$ cat config.mk
export PLATFORM = sky130hd
export DESIGN_NAME = mpc_ctrl
export DESIGN_NICKNAME = d
export VERILOG_FILES = /design/src/mpc_pkg.sv /design/src/mpc_ctrl.sv
export SDC_FILE = /design/constraint.sdc
export NUM_CORES = 1
export LEC_CHECK = 0
export CAP_MARGIN = 40
export CORE_MARGIN = 4
export CORE_UTILIZATION = 50
export DETAILED_ROUTE_END_ITERATION = 6
export DONT_BUFFER_PORTS = 1
export PLACE_DENSITY_LB_ADDON = 0.12
export SLEW_MARGIN = 20
export SYNTH_ARGS = -nofsm -noshare
export SYNTH_HDL_FRONTEND = slang
export SYNTH_SLANG_ARGS = --single-unit
$ cat constraint.sdc
create_clock -name sys_clk -period 2.5 [get_ports sys_clk]
set_clock_uncertainty 0.15 [all_clocks]
set_input_delay 0.25 -clock sys_clk [delete_from_list [all_inputs] [get_ports sys_clk]]
set_output_delay 0.25 -clock sys_clk [all_outputs]
set_load 0.1 [all_outputs]
$ cat src/mpc_pkg.sv
// Purpose: shared constants and types for the playback control sequencer
// Assumes: one clock, sys_clk at 50 MHz, synchronous active-high reset
// Notes: register offsets are word indices on the plain register port
package mpc_pkg;

  // ------------------------------------------------------------------
  // register map
  // ------------------------------------------------------------------
  localparam logic [3:0] MPC_REG_CMD = 4'h0;
  localparam logic [3:0] MPC_REG_PORT1_CFG = 4'h1;
  localparam logic [3:0] MPC_REG_PORT2_CFG = 4'h2;
  localparam logic [3:0] MPC_REG_SYS_CFG = 4'h3;
  localparam logic [3:0] MPC_REG_STATUS = 4'h4;

  // serial port config fields
  localparam int MPC_PCFG_ACTIVE_BIT = 0;
  localparam int MPC_PCFG_SELECT_BIT = 1;
  // system config fields
  localparam int MPC_SYS_LASTPIC_BIT = 0;
  localparam int MPC_SYS_TYPE_LSB = 1;

  // reset values
  localparam logic [1:0] MPC_PCFG_RESET = 2'h0;
  localparam logic [2:0] MPC_SYS_RESET = 3'h0;

  // preamble layout
  localparam logic [31:0] MPC_PRE_CODE = 32'h000001FA;
  localparam logic [7:0] MPC_PRE_LEN = 8'h90;

  // stream kinds
  typedef enum logic [1:0] {
    MPC_ST_SYSTEM = 2'b00,
    MPC_ST_VIDEO = 2'b01,
    MPC_ST_AUDIO = 2'b10
  } mpc_stream_t;

  // on-line commands
  typedef enum logic [2:0] {
    MPC_CMD_NONE = 3'b000,
    MPC_CMD_GO = 3'b001,
    MPC_CMD_FREEZE = 3'b010,
    MPC_CMD_STEP = 3'b011,
    MPC_CMD_CONTINUE = 3'b100,
    MPC_CMD_END = 3'b101
  } mpc_cmd_t;

  typedef enum logic [2:0] {
    MPC_S_IDLE = 3'b000,
    MPC_S_SEARCH = 3'b001,
    MPC_S_PLAY = 3'b010,
    MPC_S_PAUSE = 3'b011,
    MPC_S_STEP = 3'b100,
    MPC_S_DRAIN = 3'b101
  } mpc_state_t;

  // events reported by the bitstream parser
  typedef struct packed {
    logic seq_header;
    logic i_picture;
    logic picture;
    logic pack_ok;
    logic preamble;
    logic iso_end;
    logic seq_end;
  } mpc_parse_t;

  // buffer and output status from the datapath
  typedef struct packed {
    logic video_full;
    logic audio_full;
    logic private_full;
    logic pictures_pending;
    logic serial_pending;
    logic data_seen;
  } mpc_buf_t;

endpackage

$ cat src/mpc_ctrl.sv
// Purpose: playback command sequencer of an mpeg-1 system/video decoder
// Assumes: parser and buffer events come from logic on sys_clk
// Notes: commands are sampled at decode start times, except in idle, which takes go and drops the others at once
`timescale 1ns/1ps
`default_nettype none

module mpc_ctrl
  import mpc_pkg::*;
(
  input wire logic sys_clk,
  input wire logic sys_rst,
  input wire logic [3:0] reg_addr,
  input wire logic [31:0] reg_wdata,
  input wire logic reg_wr,
  input wire logic reg_rd,
  output logic [31:0] reg_rdata,
  input wire logic decode_start,
  input wire logic init_done,
  input wire mpc_parse_t parse,
  input wire mpc_buf_t bufs,
  input wire logic audio_pkt,
  input wire logic private_pkt,
  output logic dma_request,
  output logic idle,
  output logic discard,
  output logic decode_en,
  output logic display_en,
  output logic show_last,
  output logic load_preamble,
  output logic serial_run,
  output logic port1_keep,
  output logic port2_keep
);

  // ------------------------------------------------------------------
  // state
  // ------------------------------------------------------------------
  mpc_state_t state_q, state_d;
  mpc_cmd_t cmd_q, cmd_d;
  logic [1:0] port1_cfg_q, port1_cfg_d;
  logic [1:0] port2_cfg_q, port2_cfg_d;
  logic [2:0] sys_cfg_q, sys_cfg_d;
  logic endcmd_last_q, endcmd_last_d;
  logic req_stop_q, req_stop_d;
  logic hdr_seen_q, hdr_seen_d;
  logic show_last_q, show_last_d;
  logic [31:0] rdata_q, rdata_d;
  logic any_full, port1_select, port2_select;
  mpc_stream_t stype;

  assign stype = mpc_stream_t'(sys_cfg_q[MPC_SYS_TYPE_LSB +: 2]);
  assign port1_select = port1_cfg_q[MPC_PCFG_SELECT_BIT];
  assign port2_select = port2_cfg_q[MPC_PCFG_SELECT_BIT];
  assign any_full = bufs.video_full | bufs.audio_full | bufs.private_full;

  // ------------------------------------------------------------------
  // registers and sequencer next state
  // ------------------------------------------------------------------
  always_comb begin
    state_d = state_q;
    cmd_d = cmd_q;
    port1_cfg_d = port1_cfg_q;
    port2_cfg_d = port2_cfg_q;
    sys_cfg_d = sys_cfg_q;
    endcmd_last_d = endcmd_last_q;
    req_stop_d = req_stop_q;
    hdr_seen_d = hdr_seen_q;
    show_last_d = show_last_q;
    rdata_d = 32'h0;
    // register writes; a command register write queues one command
    if (reg_wr) begin
      case (reg_addr)
        MPC_REG_CMD: begin
          cmd_d = mpc_cmd_t'(reg_wdata[2:0]);
          endcmd_last_d = reg_wdata[3];
        end
        MPC_REG_PORT1_CFG: port1_cfg_d = reg_wdata[1:0];
        MPC_REG_PORT2_CFG: port2_cfg_d = reg_wdata[1:0];
        MPC_REG_SYS_CFG: sys_cfg_d = reg_wdata[2:0];
        default: ;
      endcase
    end
    if (reg_rd) begin
      case (reg_addr)
        MPC_REG_CMD: rdata_d = {28'h0, endcmd_last_q, cmd_q};
        MPC_REG_PORT1_CFG: rdata_d = {30'h0, port1_cfg_q};
        MPC_REG_PORT2_CFG: rdata_d = {30'h0, port2_cfg_q};
        MPC_REG_SYS_CFG: rdata_d = {29'h0, sys_cfg_q};
        // bit5 tells software a sequence header was met in the search
        MPC_REG_STATUS: rdata_d = {26'h0, hdr_seen_q, dma_request, state_q,
                                   idle};
        default: rdata_d = 32'h0;
      endcase
    end
    // the stream's own end code (iso end for system, sequence end for video) stops requests in any state
    if ((stype == MPC_ST_SYSTEM && parse.iso_end) ||
        (stype == MPC_ST_VIDEO && parse.seq_end))
      req_stop_d = 1'b1;
    case (state_q)
      MPC_S_IDLE: begin
        // only go is valid here; others are dropped
        if (cmd_q != MPC_CMD_NONE && !reg_wr) begin
          if (cmd_q == MPC_CMD_GO) begin
            state_d = MPC_S_SEARCH;
            req_stop_d = 1'b0;
            hdr_seen_d = 1'b0;
          end
          cmd_d = MPC_CMD_NONE;
        end
      end
      MPC_S_SEARCH: begin
        // start-up point search per stream type
        if (parse.seq_header)
          hdr_seen_d = 1'b1;
        case (stype)
          MPC_ST_AUDIO: if (bufs.data_seen) state_d = MPC_S_PLAY;
          MPC_ST_VIDEO: if (parse.i_picture) state_d = MPC_S_PLAY;
          default: if (parse.pack_ok) state_d = MPC_S_PLAY;
        endcase
        // a write in the same cycle must not be lost to the sampling
        if (cmd_q == MPC_CMD_END && decode_start && !reg_wr) begin
          state_d = MPC_S_DRAIN;
          show_last_d = endcmd_last_q;
          cmd_d = MPC_CMD_NONE;
        end
      end
      MPC_S_PLAY, MPC_S_PAUSE: begin
        // queue sampled at decode start
        if (decode_start && cmd_q != MPC_CMD_NONE && !reg_wr) begin
          cmd_d = MPC_CMD_NONE;
          case (cmd_q)
            MPC_CMD_FREEZE: state_d = MPC_S_PAUSE;
            MPC_CMD_STEP:
              if (state_q == MPC_S_PAUSE) state_d = MPC_S_STEP;
            MPC_CMD_CONTINUE: state_d = MPC_S_PLAY;
            MPC_CMD_END: begin
              state_d = MPC_S_DRAIN;
              show_last_d = endcmd_last_q;
            end
            default: ;
          endcase
        end
        if (parse.seq_end || (stype == MPC_ST_SYSTEM && parse.iso_end)) begin
          state_d = MPC_S_DRAIN;
          show_last_d = sys_cfg_q[MPC_SYS_LASTPIC_BIT];
        end
      end
      MPC_S_STEP: begin
        // one picture decoded, then pause again
        if (parse.picture)
          state_d = MPC_S_PAUSE;
      end
      MPC_S_DRAIN: begin
        // idle only when display and serial are done
        if (!bufs.pictures_pending && !bufs.serial_pending)
          state_d = MPC_S_IDLE;
      end
      default: state_d = MPC_S_IDLE;
    endcase
    // end command also pre-empts a step in progress
    if (state_q == MPC_S_STEP && cmd_q == MPC_CMD_END && decode_start &&
        !reg_wr) begin
      state_d = MPC_S_DRAIN;
      show_last_d = endcmd_last_q;
      cmd_d = MPC_CMD_NONE;
    end
  end

  // register stage; init completion forces idle
  always_ff @(posedge sys_clk) begin
    if (sys_rst) begin
      state_q <= MPC_S_IDLE;
      cmd_q <= MPC_CMD_NONE;
      port1_cfg_q <= MPC_PCFG_RESET;
      port2_cfg_q <= MPC_PCFG_RESET;
      sys_cfg_q <= MPC_SYS_RESET;
      endcmd_last_q <= 1'b0;
      req_stop_q <= 1'b1;
      hdr_seen_q <= 1'b0;
      show_last_q <= 1'b0;
      rdata_q <= 32'h0;
    end else begin
      state_q <= init_done ? MPC_S_IDLE : state_d;
      cmd_q <= cmd_d;
      port1_cfg_q <= port1_cfg_d;
      port2_cfg_q <= port2_cfg_d;
      sys_cfg_q <= sys_cfg_d;
      endcmd_last_q <= endcmd_last_d;
      req_stop_q <= req_stop_d;
      hdr_seen_q <= hdr_seen_d;
      show_last_q <= show_last_d;
      rdata_q <= rdata_d;
    end
  end

  // ------------------------------------------------------------------
  // outputs
  // ------------------------------------------------------------------
  // requests continue while paused until a buffer fills
  assign dma_request = (state_q != MPC_S_IDLE) && (state_q != MPC_S_DRAIN)
                       && !req_stop_q && !any_full;
  assign idle = (state_q == MPC_S_IDLE);
  assign reg_rdata = rdata_q;
  // everything before the start-up point is thrown away
  assign discard = (state_q == MPC_S_SEARCH);
  assign decode_en = (state_q == MPC_S_PLAY) || (state_q == MPC_S_STEP);
  // display enabled once past the start-up point
  assign display_en = (state_q != MPC_S_IDLE) && (state_q != MPC_S_SEARCH);
  assign show_last = show_last_q;
  // preamble loads stored parameters during search
  assign load_preamble = (state_q == MPC_S_SEARCH) && parse.preamble;
  // serial output tracks video pause and run
  assign serial_run = decode_en ||
                      (state_q == MPC_S_DRAIN && bufs.serial_pending);
  // route packets by select bit, keep only if active
  assign port1_keep = port1_cfg_q[MPC_PCFG_ACTIVE_BIT] &&
                      (port1_select ? private_pkt : audio_pkt);
  assign port2_keep = port2_cfg_q[MPC_PCFG_ACTIVE_BIT] &&
                      (port2_select ? private_pkt : audio_pkt);
endmodule

`default_nettype wire

==> key figures <==
Floorplanning
  • Die Ht: 64.8 um
  • Cell row count: 20
  • Die ar.: between 4000 and 5000 um^2
  • Initial core utilization: 52.4%
  • Die Wd: about 65 um
  • IO Pins: a little under 100
  • Core ar.: 3080 um^2

Synthesis
  • Register bit total from synthesis: 23
  • Synth area leader: dfxtp_1
  • EDFF count, synth: 0
  • Syn Area/Cell: about 8 um^2
  • Post-synth cell types: 47
  • Post-synth top flop: dfxtp_1
  • Synth area leaders: dfxtp_1 (29%), buf_4 (13%), mux2i_1 (6.8%)
  • Sequential share of the synthesized area: between 20% and 30%
  • Yosys warns: 0
  • Post-synth top area share: between 20 and 30%
  • Netlist Area Pre-Place: 1610 um^2
  • Post-Synthesis Cells: approximately 200
  • Async SR Flop Fraction: 0%

Cells and area
  • Synth-to-layout area growth: 11.0%
  • Share of layout cells above drive strength 1: between 10% and 20%
  • # diodes: 0
  • Final net count: about 280
  • Most frequent cells in the layout: conb_1 (26), dfxtp_1 (23), nand2_1 (18), a21oi_1 (17), buf_4 (16)
  • Most common cell after layout, fill and taps aside: conb_1

Power and ir drop
  • Internal Power: between 0.0004 and 0.0005 W
  • Clock power frac: between 20 and 25%
  • Sw power: between 0.0003 and 0.0004 W
  • Flop pwr share: 47.6%
  • Total power: 0.000784 W
  • Pwr dens: roughly 440 nW/um^2
  • Peak supply drop: around 0.00038 V
  • Comb power frac: a little under a third
  • Switching share of total power: 41.8%
  • Leak Pwr: 0.707 nW

Placement
  • I/O Buffers: 0
  • Routability cong.: between 0.8 and 0.9
  • Post-detail-place hpwl: slightly above 3000 um

Min path
  • HP Class: in2reg
  • Hold Path Stages: 2

Timing
  • Slew headroom: a little under three fifths
  • RSZ-0062 raised after global routing: false
  • Final Cycle Share: a little over four fifths
  • Final hold violation count: 0
  • Min Tclk post-route: roughly 2.1 ns
  • Slew @ Worst Pin: 0.650 ns
  • Setup TNS: 0 ns
  • Setup violation total in the final timing report: 0
  • Max Clk Rate: 0.472 GHz
  • Fin. max-slew vios: 0

Setup path
  • Reg2reg setup slack: between 0.4 and 0.5 ns
  • Critical path arrival: ~1.7 ns
  • RR Endpoint: state_q[1]
  • CP Class: reg2out
  • CP Max Fanout: 10
  • Critical path destination: serial_run
  • Critical Path Start Type: flip-flop
  • Reg2reg start: sys_cfg_q[1]
  • Required time worst endpoint: about 2.1 ns
  • Worst setup EP type: primary output
  • Worst setup path start: state_q[1]
  • Reg2reg path depth: 7

Global routing
  • Vias in the first global route: about 1400
  • GRT Total Usage: between 10% and 20%
  • Total grt overflow: 0
  • First-pass GRT wire length: a little over 6000 um
  • Pin count of the biggest net entering global routing: 14
  • Antenna violations before repair: 0

Clock tree
  • Root Buffer Master: clkbuf_4
  • Clock transition at path regs: between 0.1 and 0.15 ns
  • Clk_lat worst skew: 0.31 ns
  • CTS max path bufs: 2
  • Clock sinks: 23
  • Post-CTS sizing: 0
  • CTS buffer count: 3
  • TritonCTS clock tree: yes
  • CTS H-tree lvls: 1

Route
  • Drt total wl: ~3900 um
  • Avg WL per Cell: 14.5 um
  • Vias per cell: around 5.3
  • Final ANT Viol Nets: 0
  • Via count: about 1400
  • Drt first pass iters: 4
  • Drt first-iter violations: 62
  • DRC: 0

Flow run
  • Max cap viols: 0

Status
  • Run status: finished clean
==> worst min path at each step <==
| stage | from | to | slack, ns |
|---|---|---|---|
| 6_report | sys_rst | reg_rdata[5] | 0.02 |
| 5_1_grt | sys_rst | reg_rdata[5] | 0.007 |
| 4_1_cts | reg_addr[2] | cmd_q[1] | 0.002 |
| 3_5_place_dp | sys_rst | sys_cfg_q[2] | 0.18 |
| 3_3_place_gp | sys_rst | port1_cfg_q[0] | 0.17 |
| 2_1_floorplan | sys_rst | req_stop_q | 0.21 |
==> per-stage QoR <==
step / instance area [um^2] / hold WS, ns / utilization (%) / worst slack [ns] / instances
2_1_floorplan: 1720 / 0.207 / - / 0.0864 / 226
4_1_cts: 1790 / 0.00215 / 58.2 / 0.387 / 267
5_1_grt: 1790 / 0.00675 / 58.2 / 0.274 / 267
6_report: 1790 / 0.0165 / 58.2 / 0.383 / 267
3_3_place_gp: 1670 / 0.175 / 54.2 / 0.486 / 254
3_5_place_dp: 1680 / 0.175 / 54.7 / 0.471 / 255
==> cell type report <==
type / count / area [um^2]
clock buffer: 3 / 22.5
sequential: 23 / 460
clock inverter: 1 / 5.00
timing repair buffer: 25 / 215
fill: 317 / 1290
inverter: 5 / 18.8
tap: 44 / 55.1
multi-input combinational: 166 / 1010
==> routing by layer <==
layer | global-route usage [%] | share of wire, % | vias to the layer above
li1 | - | - | 710
met1 | 21.7 | 41 | 653
met2 | 33.7 | 50 | 54
met4 | 4.49 | 1.3 | 0
met5 | 0 | 0 | -
met3 | 3.99 | 7.4 | 6
==> cells by family after synthesis <==
group | synth area share, %
other cells | 0.233
fa+ha+maj | 2.33
compound gates | 20.9
mux | 7.53
buf+inv | 15.5
flops | 28.5
simple gates | 24.9
==> power groups by stage <==
stage / clock network (W) / logic [W] / registers, W
2_1_floorplan: 0 / 0.000251 / 0.000382
3_3_place_gp: 0 / 0.000221 / 0.000381
3_5_place_dp: 0 / 0.000221 / 0.000382
4_1_cts: 0.000181 / 0.000236 / 0.000373
5_1_grt: 0.000198 / 0.000245 / 0.000374
6_report: 0.000173 / 0.000238 / 0.000373
==> sequential cells by signal, summed over array words and instances (netlist names) <==
name           cells
hdr_seen_q         1
cmd_q              3
endcmd_last_q      1
show_last          1
port2_cfg_q        2
req_stop_q         1
reg_rdata          6
state_q            3
sys_cfg_q          3
port1_cfg_q        2
==> synthesized netlist by cell type (all sizes together) (3+ instances only) <==
master / count
ha: 3
nand3: 5
nand2: 18
dfxtp: 23
nor3: 3
buf: 30
nor2b: 10
and3: 3
nor2: 16
inv: 5
o21ai: 13
o31a: 3
o22ai: 4
mux2i: 11
a21oi: 18
nand2b: 3
==> critical path, stage by stage, from the launching register on <==
cell and delay, ns:
dfxtp_1 0.61, nand2b_1 0.28, o22ai_2 0.21, buf_4 0.31
==> timing repair <==
item,CTS,global route
buffers inserted,0,0
endpoints found under the hold margin,17,0
hold buffers,8,0
setup endpoints to repair,0,0
Power figures use the tool's default switching activity.
